==> src/logic/atoc_pkg.sv <==
// Purpose: constants and carriers for the channel 2 and timing configuration register bank
// Assumes: apb with 32-bit data, one register per aligned word at byte address 4 * index
// Notes: register indices are six-bit addresses; only the low byte of each word is used
// Function
// - register 0x19 holds channel 2 coarse offset bits 7:0.
// - register 0x1a bit 0 is fine offset bit 8; bits 7:1 unused.
// - register 0x1b holds channel 2 fine offset bits 7:0.
// - register 0x1c holds the eight-bit channel 2 gain setting.
// - reset strobe rises at six-bit start index, only in double sampling mode.
// - reset strobe falls at six-bit end index, only in double sampling mode.
// - capture strobe rises at six-bit start index in every mode.
// - capture strobe falls at six-bit end index; upper two bits unused.
// - writing one to loop control bit 0 resets the loop, then self-clears.
// - pattern region starts sixteen-bit pixel count after line start edge.
// - pattern region is as wide as the sixteen-bit width count.
package atoc_pkg;
    localparam logic [5:0] IDX_COARSE_LO = 6'h19;
    localparam logic [5:0] IDX_FINE_HI = 6'h1a;
    localparam logic [5:0] IDX_FINE_LO = 6'h1b;
    localparam logic [5:0] IDX_GAIN = 6'h1c;
    localparam logic [5:0] IDX_RST_RISE = 6'h20;
    localparam logic [5:0] IDX_RST_FALL = 6'h21;
    localparam logic [5:0] IDX_CAP_RISE = 6'h22;
    localparam logic [5:0] IDX_CAP_FALL = 6'h23;
    localparam logic [5:0] IDX_BAND = 6'h25;
    localparam logic [5:0] IDX_LOOP = 6'h28;
    localparam logic [5:0] IDX_PST_HI = 6'h30;
    localparam logic [5:0] IDX_PST_LO = 6'h31;
    localparam logic [5:0] IDX_PWD_HI = 6'h32;
    localparam logic [5:0] IDX_PWD_LO = 6'h33;
    localparam logic [7:0] RST_COARSE_LO = 8'hff;
    localparam logic [7:0] RST_FINE_HI = 8'h00;
    localparam logic [7:0] RST_FINE_LO = 8'hff;
    localparam logic [7:0] RST_GAIN = 8'h61;
    localparam logic [7:0] RST_RST_RISE = 8'h08;
    localparam logic [7:0] RST_RST_FALL = 8'h1c;
    localparam logic [7:0] RST_CAP_RISE = 8'h28;
    localparam logic [7:0] RST_CAP_FALL = 8'h3c;
    localparam logic [7:0] RST_BAND = 8'h02;
    localparam logic [7:0] RST_LOOP = 8'h0f;
    localparam logic [7:0] RST_PATTERN = 8'h00;
    localparam int IDX_MSB = 5;
    localparam int FINE_BIT8 = 0;
    localparam int BAND_LSB = 4;
    localparam int BAND_MSB = 6;
    localparam int RANGE_LSB = 0;
    localparam int RANGE_MSB = 1;
    localparam int LOOP_RST_BIT = 0;
    localparam int LOOP_RST_CYCLES = 1;
    localparam int PHASE_STEPS = 64;

    typedef struct packed {
        logic psel;
        logic penable;
        logic pwrite;
        logic [11:0] paddr;
        logic [31:0] pwdata;
        logic [3:0] pstrb;
    } atoc_apb_req_s;

    typedef struct packed {
        logic [31:0] prdata;
        logic pready;
        logic pslverr;
    } atoc_apb_rsp_s;

    typedef struct packed {
        logic [8:0] coarse_offset_ch2;
        logic [8:0] fine_offset_ch2;
        logic [7:0] gain_amp_ch2;
        logic [2:0] clock_band;
        logic [1:0] loop_range;
    } atoc_analog_s;
endpackage

==> src/logic/atoc_config_regs.sv <==
// Purpose: apb register bank for channel 2 analog, strobe timing, loop and pattern window
// Assumes: one clock; pixel period made of PHASE_STEPS enable steps from a divider
// Notes: zero-wait apb slave; unmapped addresses read zero and answer pslverr
//
// The APB slave port was left to the implementer.
module atoc_config_regs #(
    parameter int STEP_DIV = 1
) (
    input wire logic i_clk,
    input wire logic i_reset_n,
    input wire atoc_pkg::atoc_apb_req_s i_apb,
    output atoc_pkg::atoc_apb_rsp_s o_apb,
    input wire logic i_correlated_double_sampling_mode,
    input wire logic i_line_start_input,
    output atoc_pkg::atoc_analog_s o_analog,
    output logic o_loop_reset,
    output logic o_reset_strobe,
    output logic o_capture_strobe,
    output logic o_period_start,
    output logic o_pattern_valid
);
    import atoc_pkg::*;

    typedef struct packed {
        logic [7:0] coarse_lo;
        logic [7:0] fine_hi;
        logic [7:0] fine_lo;
        logic [7:0] gain;
        logic [7:0] rst_rise;
        logic [7:0] rst_fall;
        logic [7:0] cap_rise;
        logic [7:0] cap_fall;
        logic [7:0] band;
        logic [7:0] loop_ctl;
        logic [7:0] pst_hi;
        logic [7:0] pst_lo;
        logic [7:0] pwd_hi;
        logic [7:0] pwd_lo;
        logic [31:0] prdata;
        logic pready;
        logic pslverr;
        logic loop_reset;
        logic [15:0] div;
        logic step;
        logic [5:0] phase;
        logic period_start;
        atoc_analog_s analog;
    } atoc_cr_s;
    atoc_cr_s st_q, st_d;

    logic [5:0] idx;
    logic hit;
    logic [7:0] rd_byte;
    logic rst_strobe_w;
    logic cap_strobe_w;
    logic pattern_w;

    initial begin
        if (STEP_DIV < 1 || STEP_DIV > 65535) $error("atoc_config_regs: STEP_DIV out of range");
    end

    assign idx = i_apb.paddr[7:2];

    always_comb begin
        hit = 1'b1;
        rd_byte = 8'h00;
        case (idx)
            IDX_COARSE_LO: rd_byte = st_q.coarse_lo;
            IDX_FINE_HI: rd_byte = {7'h00, st_q.fine_hi[FINE_BIT8]};
            IDX_FINE_LO: rd_byte = st_q.fine_lo;
            IDX_GAIN: rd_byte = st_q.gain;
            IDX_RST_RISE: rd_byte = {2'h0, st_q.rst_rise[IDX_MSB:0]};
            IDX_RST_FALL: rd_byte = {2'h0, st_q.rst_fall[IDX_MSB:0]};
            IDX_CAP_RISE: rd_byte = {2'h0, st_q.cap_rise[IDX_MSB:0]};
            IDX_CAP_FALL: rd_byte = {2'h0, st_q.cap_fall[IDX_MSB:0]};
            IDX_BAND: rd_byte = st_q.band;
            IDX_LOOP: rd_byte = st_q.loop_ctl;
            IDX_PST_HI: rd_byte = st_q.pst_hi;
            IDX_PST_LO: rd_byte = st_q.pst_lo;
            IDX_PWD_HI: rd_byte = st_q.pwd_hi;
            IDX_PWD_LO: rd_byte = st_q.pwd_lo;
            default: hit = 1'b0;
        endcase
        if (i_apb.paddr[11:8] != 4'h0 || i_apb.paddr[1:0] != 2'h0) begin
            hit = 1'b0;
        end
    end

    always_comb begin
        st_d = st_q;
        st_d.pready = 1'b0;
        st_d.pslverr = 1'b0;
        st_d.loop_reset = 1'b0;
        // loop reset bit self-clears one cycle after the write
        st_d.loop_ctl[LOOP_RST_BIT] = 1'b0;
        // setup phase: answer in the access phase's first cycle
        if (i_apb.psel && !i_apb.penable) begin
            st_d.pready = 1'b1;
            st_d.pslverr = !hit;
            st_d.prdata = (hit && !i_apb.pwrite) ? {24'h000000, rd_byte} : 32'h00000000;
        end
        if (i_apb.psel && i_apb.penable && st_q.pready && i_apb.pwrite && hit
                && i_apb.pstrb[0]) begin
            case (idx)
                IDX_COARSE_LO: st_d.coarse_lo = i_apb.pwdata[7:0];
                IDX_FINE_HI: st_d.fine_hi = {7'h00, i_apb.pwdata[FINE_BIT8]};
                IDX_FINE_LO: st_d.fine_lo = i_apb.pwdata[7:0];
                IDX_GAIN: st_d.gain = i_apb.pwdata[7:0];
                IDX_RST_RISE: st_d.rst_rise = {2'h0, i_apb.pwdata[IDX_MSB:0]};
                IDX_RST_FALL: st_d.rst_fall = {2'h0, i_apb.pwdata[IDX_MSB:0]};
                IDX_CAP_RISE: st_d.cap_rise = {2'h0, i_apb.pwdata[IDX_MSB:0]};
                IDX_CAP_FALL: st_d.cap_fall = {2'h0, i_apb.pwdata[IDX_MSB:0]};
                IDX_BAND: st_d.band = {1'b0, i_apb.pwdata[BAND_MSB:BAND_LSB], 2'h0,
                                       i_apb.pwdata[RANGE_MSB:RANGE_LSB]};
                IDX_LOOP: begin
                    st_d.loop_ctl = i_apb.pwdata[7:0];
                    st_d.loop_reset = i_apb.pwdata[LOOP_RST_BIT];
                end
                IDX_PST_HI: st_d.pst_hi = i_apb.pwdata[7:0];
                IDX_PST_LO: st_d.pst_lo = i_apb.pwdata[7:0];
                IDX_PWD_HI: st_d.pwd_hi = i_apb.pwdata[7:0];
                IDX_PWD_LO: st_d.pwd_lo = i_apb.pwdata[7:0];
                default: st_d.pslverr = 1'b0;
            endcase
        end
        // phase step divider: PHASE_STEPS steps make one pixel period
        st_d.step = 1'b0;
        st_d.period_start = 1'b0;
        if (st_q.div == 16'(STEP_DIV - 1)) begin
            st_d.div = 16'h0000;
            st_d.step = 1'b1;
        end else begin
            st_d.div = st_q.div + 16'h0001;
        end
        if (st_q.step) begin
            st_d.phase = st_q.phase + 6'h01;
            st_d.period_start = (st_q.phase == 6'(PHASE_STEPS - 1));
        end
        // host is trusted with band and range codes; values pass through as stored
        st_d.analog.coarse_offset_ch2 = {1'b0, st_q.coarse_lo};
        st_d.analog.fine_offset_ch2 = {st_q.fine_hi[FINE_BIT8], st_q.fine_lo};
        st_d.analog.gain_amp_ch2 = st_q.gain;
        st_d.analog.clock_band = st_q.band[BAND_MSB:BAND_LSB];
        st_d.analog.loop_range = st_q.band[RANGE_MSB:RANGE_LSB];
    end

    always_ff @(posedge i_clk or negedge i_reset_n) begin
        if (!i_reset_n) begin
            st_q <= '0;
            st_q.coarse_lo <= RST_COARSE_LO;
            st_q.fine_hi <= RST_FINE_HI;
            st_q.fine_lo <= RST_FINE_LO;
            st_q.gain <= RST_GAIN;
            st_q.rst_rise <= RST_RST_RISE;
            st_q.rst_fall <= RST_RST_FALL;
            st_q.cap_rise <= RST_CAP_RISE;
            st_q.cap_fall <= RST_CAP_FALL;
            st_q.band <= RST_BAND;
            st_q.loop_ctl <= RST_LOOP & 8'hfe;
            st_q.pst_hi <= RST_PATTERN;
            st_q.pst_lo <= RST_PATTERN;
            st_q.pwd_hi <= RST_PATTERN;
            st_q.pwd_lo <= RST_PATTERN;
        end else begin
            st_q <= st_d;
        end
    end

    // reset strobe only runs in double sampling mode
    atoc_edge_strobe #(.W(6)) u_reset_strobe (
        .i_clk(i_clk),
        .i_reset_n(i_reset_n),
        .i_enable(i_correlated_double_sampling_mode),
        .i_step(st_q.step),
        .i_phase(st_q.phase),
        .i_rise(st_q.rst_rise[IDX_MSB:0]),
        .i_fall(st_q.rst_fall[IDX_MSB:0]),
        .o_strobe(rst_strobe_w)
    );

    atoc_edge_strobe #(.W(6)) u_capture_strobe (
        .i_clk(i_clk),
        .i_reset_n(i_reset_n),
        .i_enable(1'b1),
        .i_step(st_q.step),
        .i_phase(st_q.phase),
        .i_rise(st_q.cap_rise[IDX_MSB:0]),
        .i_fall(st_q.cap_fall[IDX_MSB:0]),
        .o_strobe(cap_strobe_w)
    );

    atoc_pattern_window #(.W(16)) u_pattern (
        .i_clk(i_clk),
        .i_reset_n(i_reset_n),
        .i_line(i_line_start_input),
        .i_pixel(st_q.period_start),
        .i_start({st_q.pst_hi, st_q.pst_lo}),
        .i_width({st_q.pwd_hi, st_q.pwd_lo}),
        .o_valid(pattern_w)
    );

    // strobes re-registered so every output leaves a flip-flop
    always_ff @(posedge i_clk or negedge i_reset_n) begin
        if (!i_reset_n) begin
            o_reset_strobe <= 1'b0;
            o_capture_strobe <= 1'b0;
            o_pattern_valid <= 1'b0;
        end else begin
            o_reset_strobe <= rst_strobe_w;
            o_capture_strobe <= cap_strobe_w;
            o_pattern_valid <= pattern_w;
        end
    end

    assign o_apb.prdata = st_q.prdata;
    assign o_apb.pready = st_q.pready;
    assign o_apb.pslverr = st_q.pslverr;
    assign o_analog = st_q.analog;
    assign o_loop_reset = st_q.loop_reset;
    assign o_period_start = st_q.period_start;
endmodule

==> src/logic/atoc_edge_strobe.sv <==
// Purpose: one strobe placed between two phase indices of a pixel period
// Assumes: phase counts 0 to steps-1 from the start of each period
// Notes: equal rise and fall gives no pulse
module atoc_edge_strobe #(
    parameter int W = 6
) (
    input wire logic i_clk,
    input wire logic i_reset_n,
    input wire logic i_enable,
    input wire logic i_step,
    input wire logic [W-1:0] i_phase,
    input wire logic [W-1:0] i_rise,
    input wire logic [W-1:0] i_fall,
    output logic o_strobe
);
    typedef struct packed {
        logic level;
    } atoc_es_s;
    atoc_es_s st_q, st_d;

    initial begin
        if (W < 1) $error("atoc_edge_strobe: width too small");
    end

    always_comb begin
        st_d = st_q;
        if (!i_enable) begin
            st_d.level = 1'b0;
        end else if (i_step) begin
            if (i_phase == i_fall) begin
                st_d.level = 1'b0;
            end else if (i_phase == i_rise) begin
                st_d.level = 1'b1;
            end
        end
    end

    always_ff @(posedge i_clk or negedge i_reset_n) begin
        if (!i_reset_n) begin
            st_q <= '0;
        end else begin
            st_q <= st_d;
        end
    end

    assign o_strobe = st_q.level;
endmodule

==> src/logic/atoc_pattern_window.sv <==
// Purpose: marks the valid test-pattern pixel region of each line
// Assumes: i_pixel is a one-cycle pulse per pixel, i_line a level
// Notes: a zero width gives no region; counts restart at each rising line edge
module atoc_pattern_window #(
    parameter int W = 16
) (
    input wire logic i_clk,
    input wire logic i_reset_n,
    input wire logic i_line,
    input wire logic i_pixel,
    input wire logic [W-1:0] i_start,
    input wire logic [W-1:0] i_width,
    output logic o_valid
);
    typedef struct packed {
        logic line_d1;
        logic busy;
        logic valid;
        logic [W-1:0] cnt;
    } atoc_pw_s;
    atoc_pw_s st_q, st_d;

    initial begin
        if (W < 2) $error("atoc_pattern_window: width too small");
    end

    always_comb begin
        st_d = st_q;
        st_d.line_d1 = i_line;
        if (i_line && !st_q.line_d1) begin
            st_d.busy = 1'b1;
            st_d.valid = 1'b0;
            st_d.cnt = '0;
        end else if (st_q.busy && i_pixel) begin
            if (!st_q.valid) begin
                if (st_q.cnt == i_start) begin
                    st_d.valid = (i_width != '0);
                    st_d.busy = (i_width != '0);
                    st_d.cnt = W'(1);
                end else begin
                    st_d.cnt = st_q.cnt + W'(1);
                end
            end else if (st_q.cnt == i_width) begin
                st_d.valid = 1'b0;
                st_d.busy = 1'b0;
            end else begin
                st_d.cnt = st_q.cnt + W'(1);
            end
        end
    end

    always_ff @(posedge i_clk or negedge i_reset_n) begin
        if (!i_reset_n) begin
            st_q <= '0;
        end else begin
            st_q <= st_d;
        end
    end

    assign o_valid = st_q.valid;
endmodule

==> config.mk <==
export PLATFORM = sky130hd
export DESIGN_NAME = atoc_config_regs
export DESIGN_NICKNAME = d
export VERILOG_FILES = /design/src/logic/atoc_pkg.sv /design/src/logic/atoc_config_regs.sv /design/src/logic/atoc_edge_strobe.sv /design/src/logic/atoc_pattern_window.sv
export SDC_FILE = /design/constraint.sdc
export NUM_CORES = 1
export LEC_CHECK = 0
export BUFFER_PORTS_ARGS = -buffer_cell sky130_fd_sc_hd__buf_2
export CAP_MARGIN = 20
export CORE_MARGIN = 2
export CORE_UTILIZATION = 25
export DETAILED_ROUTE_END_ITERATION = 8
export GPL_TIMING_DRIVEN = 0
export SYNTH_ARGS = -nofsm -noshare
export SYNTH_HDL_FRONTEND = slang
export SYNTH_SLANG_ARGS = --single-unit
==> constraint.sdc <==
create_clock -name i_clk -period 4 [get_ports i_clk]
set_input_delay 0.4 -clock i_clk [delete_from_list [all_inputs] [get_ports i_clk]]
set_output_delay 0.4 -clock i_clk [all_outputs]
set_load 0.01 [all_outputs]
==> results.md, run 1 <==
- Status: finished, violations left
- Failing checks: hold timing
- Inst Count DP: around 1300
- Arrival time at the worst endpoint: around 3100 ps
- Die Y: around 200 um
- Area Overhead vs Synth: 18.4%
- Net Sw Power: roughly 920 uW
- Max-cap violations: 0
- Nets: between 900 and 1000
- Worst reg2reg path depth: 8
- Post-route cell area: roughly 11000 sq um
- Met3 Use GR: under 10%
- Met2 usage: a little under a fifth
- Normalized max-slew margin: 33.9%
- Internal power: 3.00 mW
- Peak supply drop: between 300 and 400 uV
- Worst setup SP type: register
- Row Count: 70
- GP Congestion: ~0.81
- Root Buffer: clkbuf_16
- Final Max Slew Viols: 0
- Grt peak-use layer: met2
- Sequential power share: 47.9%
- Sequential fraction of the synthesis area: 49.9%
- Final hold vios: 30
- Post-CTS Setup Inserts: 0
- Die W: 196 um
- Vias per inst: 4.46
- Synth Area per Inst: between 10 and 15 sq um
- CTS tree: built
- Crit-path cells: clkbuf_1 > xnor2_1 > nand4_1 > nor4_2 > a21oi_1 > clkbuf_1 > a21o_1 > a22o_1
- Crit path kind: reg2reg
- Net Sw Frac: 23.4%
- Pwr Density: 359 nW/um^2
- Clk sinks: ~180
- Clock group share of total power: 45.9%
- Crit end category: register
- Library cells used by synthesis: just under 60
- Async SR Flop Fraction: 100%
- Cell Area, Synth: 9220 sq um
- Synth top area share: around two fifths
- Area contributors post-synth: dfrtp_1 (40%), mux2_4 (12%), dfstp_2 (9.4%)
- Hold Path Class: in2async
- Crit path largest cell delay: roughly 670 ps
- EDFF count, synth: 0
- Yosys warning count: 0
- Overall Global Routing Usage: 11.7%
- Die ar.: 38400 sq um
- First-pass GRT wire length: 35.2 mm
- Top-count cell post-synth: dfrtp_1
- Peak Freq: ~360 MHz
- Total congestion overflow: 0
- # fillers: 3712
- Ratio of cells with drive above 1 in the final layout: 37.5%
- Setup ws final: 1230 ps
- Met1 Track Usage GR: 15.3%
- # DRC: 0
- DR vias: 5972
- Clock-pin transition on the worst setup and hold timing paths: 70 ps
- Yosys reg bits: 182
- Commonest cells post-synth: dfrtp_1 (149), mux2_4 (73), buf_4 (65)
- Hold_ws: -20.3 ps
- Htree depth: 4
- Worst-margin pin slew: 986 ps
- Wire per inst: 16.3 um
- Placed Instance Area: roughly 10000 sq um
- Initial Util: 25.3%
- CORE AREA: 36400 sq um
- Vias in the first global route: just over 6000
- Final worst path period share: 69.3%
- Final cell count without fillers: 1338
- CP most frequent cell: clkbuf_1
- Final setup vio count: 0
- Antenna violations before repair: 5
- ANT nets after route: 0
- Clk buf depth: 2
- Iteration count of the initial detailed-routing pass: 7
- Largest net degree at the start of global routing: 93
- Leakage power: 5.14 nW
- Comb pwr share: 6.2%
- RSZ-0062 raised after global routing: false
- Clock Latency Late Sink: 440 ps
- Post-route minimum period: 2770 ps
- Main synth FF type: dfrtp_1
- Post-synthesis cell count: 742
- Input/output buffers: 70
- Hpwl dp: 16.1 mm
- Number of CTS-inserted buffers: 17
- WL final: roughly 22 mm
- Critical path fanouts, max: 10
- Initial DRC count: 423
- Area leader, netlist: dfrtp_1
- IO Count: 125
- CP required: between 4000 and 5000 ps
- Final Skew: 13.1 ps
- Post_cts resized: 0
- Dpl ws: 1270 ps
- Critical path's slowest cell: nor4_2
- Hold Buf Count CTS: 0
-- flip-flops by register name (all words and copies together), names as in the netlist --
register / cells
st_d: 30
u_pattern.st_q: 18
o_pattern_valid: 1
o_apb: 10
o_capture_strobe: 1
u_pattern.o_valid: 1
st_q: 87
o_period_start: 1
o_reset_strobe: 1
u_capture_strobe.o_strobe: 1
o_analog: 30
u_reset_strobe.o_strobe: 1
-- routing by layer --
metal  share of wire [%]  up-vias  routed length, um
li1                    -     2794                  -
met1                  45     2990               9930
met2                  47      137              10200
met3                 5.3       43               1170
met4                 2.4        8                535
met5                0.16        -                 35
-- worst max-delay path: cells and delay by family, from the launching register on --
kind	cells	cell delay [ps]
AOI/OAI and AO/OA	3	710
xor gates and xnor gates	1	170
buffers and inverters	2	670
DFF	1	320
and+or+nand+nor	2	780
-- layout by cell type (no fill, tap or decap), drive strengths merged, types with 9 or more instances in the layout --
master | Yosys | routed
a22oi | 33 | 33
dfstp | 33 | 33
o21ai | 11 | 11
xnor2 | 45 | 45
conb | 1 | 25
nor4 | 18 | 18
xor2 | 30 | 30
buf | 71 | 142
mux2 | 95 | 95
nand4 | 21 | 21
a222oi | 9 | 9
clkbuf | 28 | 47
and3 | 9 | 9
nand3 | 16 | 16
nand2 | 46 | 46
dfrtp | 149 | 149
inv | 10 | 14
nor2 | 32 | 32
-- kinds of logic (layout without fill, tap and decap cells) --
| logic type | after synthesis | count (layout) | synth area share, % |
|---|---|---|---|
| buffers and inverters | 109 | 212 | 7.36 |
| multiplexers | 95 | 95 | 14.6 |
| AND/OR/NAND/NOR | 181 | 181 | 12.5 |
| AO/OA/AOI/OAI | 95 | 95 | 7.95 |
| XOR/XNOR | 75 | 75 | 7.13 |
| flip-flops | 182 | 182 | 49.9 |
| adder cells (fa/ha/maj) | 4 | 4 | 0.543 |
| other | 1 | 26 | 0.0407 |
-- per-stage QoR --
step	total power [mW]	util (%)	TNS (ps)
2_1_floorplan	2.05	-	0
3_3_place_gp	2.14	28.1	-53910
3_5_place_dp	2.15	28.2	0
4_1_cts	3.95	29.9	0
5_1_grt	4.06	29.9	0
6_report	3.92	30.0	0
-- cell type report --
cell class,count,area (sq um),share of cell area [%]
Antenna cell,1,2.50,0.0229
Buffer,99,641,5.87
Clock buffer,19,433,3.97
Clock inverter,13,196,1.80
Inverter,10,37.5,0.344
Multi-Input combinational cell,475,4030,37.0
Sequential cell,182,4600,42.1
Tap cell,468,586,5.37
Timing Repair Buffer,71,388,3.55
-- final timing paths --
check	slack [ps]	start	end
hold / removal	-20	i_reset_n	o_analog[28]
min in group i_clk	80	i_line_start_input	u_pattern.st_q[18]
max in group asynchronous	3120	i_reset_n	st_q[143]
setup reg to reg	1230	u_pattern.st_q[7]	u_pattern.st_q[11]
hold reg to reg	380	u_reset_strobe.o_strobe	o_reset_strobe
setup / recovery	1230	u_pattern.st_q[7]	u_pattern.st_q[11]
-- power groups by stage --
stage | combinational, mW | sequential (mW) | clock (mW)
floorplan | 0.144 | 1.90 | 0
global placement | 0.233 | 1.91 | 0
detailed placement | 0.243 | 1.91 | 0
CTS | 0.243 | 1.87 | 1.84
global route | 0.270 | 1.88 | 1.91
finish | 0.242 | 1.88 | 1.80
Power figures use the tool's default switching activity.
==> inputs of run 2 (changes only) <==
Clock period 4 ns to 2.4 ns, I/O delays scaled along.
==> results.md, run 2 (synthesis results as in run 1) <==
- Status: completed
- Tot Pwr: 6.52 mW (+66%)
- Most frequent cells in the layout: dfrtp_1 (149), mux2_4 (73), buf_2 (70), buf_4 (66), xnor2_1 (45)
- Final hold vios: 0 (-100%)
- CP required: 2740 ps (-1580 ps)
- Sequential power share: 48.5% (+0.6 points)
- Area Overhead vs Synth: 18.7%
- Die Y: 196 um (unchanged)
- Leakage power: 5.17 nW (+0.69%)
- Iteration count of the initial detailed-routing pass: 5 (-2)
- Critical path's slowest cell: dfrtp_1
- Net Sw Frac: 23.3% (-0.047 points)
- Most common cell after layout, fill and taps aside: dfrtp_1
- Peak Freq: 459 MHz (+27%)
- Final Max Slew Viols: 0 (unchanged)
- Antenna violations before repair: 4 (-1)
- Biggest register: st_q
- Clock group share of total power: 45.9% (about the same)
- Clock-pin transition on the worst setup and hold timing paths: 70 ps (about the same)
- Critical path fanouts, max: 10 (unchanged)
- Worst setup SP type: register
- Max-cap violations: 0 (unchanged)
- Die W: 196 um (unchanged)
- Final Util: 30.0% (+0.079 points)
- Largest register FFs: 87 (unchanged)
- RSZ-0062 raised after global routing: false
- Post-route cell area: 10900 sq um (+0.26%)
- Clock Latency Late Sink: 440 ps (about the same)
- Normalized max-slew margin: 35.6% (+1.7 points)
- Die ar.: 38400 sq um (unchanged)
- Largest net degree at the start of global routing: 93 (unchanged)
- Number of CTS-inserted buffers: 17 (unchanged)
- Initial DRC count: 430 (+1.7%)
- Row Count: 70 (unchanged)
- Hpwl dp: 16.1 mm (unchanged)
- First-pass GRT wire length: 35.3 mm (+0.26%)
- Total congestion overflow: 0 (unchanged)
- Htree depth: 4 (unchanged)
- GP Congestion: 0.811 (unchanged)
- Root Buffer: clkbuf_16
- Worst-margin pin slew: 961 ps (-25.7 ps)
- IO Count: 125 (unchanged)
- # fillers: 3700 (-0.32%)
- WL final: 21.8 mm (-0.36%)
- Crit end category: register
- Crit path kind: reg2reg
- Arrival time at the worst endpoint: 2520 ps (-580 ps)
- Net Sw Power: 1.52 mW (+66%)
- CORE AREA: 36400 sq um (unchanged)
- Comb pwr share: 5.6% (-0.6 points)
- Post-route minimum period: 2180 ps (-595 ps)
- Crit path largest cell delay: 470 ps (-200 ps)
- CTS tree: built
- # DRC: 0 (unchanged)
- ANT nets after route: 0 (unchanged)
- Final worst path period share: 90.8% (+21 points)
- Wire per inst: 16.3 um (about the same)
- Nets: 910 (-0.55%)
- DR vias: 5952 (-0.33%)
- Peak supply drop: 525 uV (+70%)
- Initial Util: 25.3% (unchanged)
- Internal power: 5.00 mW (+67%)
- Final Skew: 12.5 ps (-0.567 ps)
- Clk buf depth: 2 (unchanged)
- Hold Path Class: in2reg
- Vias per inst: 4.47 (about the same)
- Vias in the first global route: 6125 (+0.20%)
- Final setup vio count: 0 (unchanged)
- Placed Instance Area: 10300 sq um (unchanged)
- Clk sinks: 182 (unchanged)
- Ratio of cells with drive above 1 in the final layout: 38.4% (+0.91 points)
- Pwr Density: 596 nW/um^2 (+66%)
- Crit-path cells: xnor2_1 > nand4_1 > nor4_4 > a21oi_1 > clkbuf_2 > a22o_1 > a31o_2
- Overall Global Routing Usage: 11.7% (+0.019 points)
- Input/output buffers: 70 (unchanged)
run 2: layout make-up:
class                           instances  area [sq um]  area share (%)
Multi-Input combinational cell        475          4060            37.1
Buffer                                 91           614            5.61
Tap cell                              468           586            5.35
Antenna cell                            1          2.50          0.0229
Clock buffer                           19           433            3.96
Inverter                               10          37.5           0.343
Clock inverter                         13           196            1.80
Sequential cell                       182          4600            42.0
Timing Repair Buffer                   74           415            3.80
run 2: final timing paths:
check	from	endpoint	slack, ps	cells past startpoint
max	u_pattern.st_q[2]	u_pattern.st_q[7]	220	7
min	i_correlated_double_sampling_mode	u_reset_strobe.o_strobe	50	2
max reg2reg	u_pattern.st_q[2]	u_pattern.st_q[7]	220	7
min reg2reg	u_reset_strobe.o_strobe	o_reset_strobe	380	0
max in group asynchronous	i_reset_n	st_q[165]	1090	3
min in group asynchronous	i_reset_n	o_analog[28]	410	2
run 2: critical path: cells and delay by family (launching register included):
kind / cells / cell delay, ps
AO/OA/AOI/OAI: 3 / 600
XOR/XNOR: 1 / 210
buffers and inverters: 1 / 240
flip-flops: 1 / 470
AND/OR/NAND/NOR: 2 / 550
run 2: through the flow:
stage / worst slack, ps / hold slack (ps) / setup TNS, ps / std cells
2_1_floorplan: 209 / -55.6 / 0 / 766
3_3_place_gp: -1820 / 363 / -298500 / 1304
3_5_place_dp: -329 / 308 / -5510 / 1305
4_1_cts: 22.5 / 46.9 / 0 / 1338
5_1_grt: 44.8 / 54.6 / 0 / 1332
6_report: 221 / 47.5 / 0 / 1333
run 2: power groups by stage:
stage	Sequential (mW)	Clock (mW)	Combinational, mW
finish	3.16	2.99	0.368
global route	3.17	3.19	0.413
CTS	3.13	3.06	0.403
detailed placement	3.18	0	0.405
global placement	3.18	0	0.388
floorplan	3.17	0	0.240
run 2: metal layers:
layer	up-vias	wire [um]	global-route usage (%)
met5	-	37	0
met4	6	572	4.88
met3	41	1200	2.65
met2	156	10200	18.7
met1	2967	9760	15.4
li1	2782	-	-
run 2: what timing repair did:
item | 4_1_cts | 5_1_grt
resized for setup | 3 | 6
setup buffers | 1 | 0
hold buffers | 2 | 0
endpoints found under the setup margin | 16 | 16
pin swaps | 1 | 0
hold endpoints to repair | 76 | 0
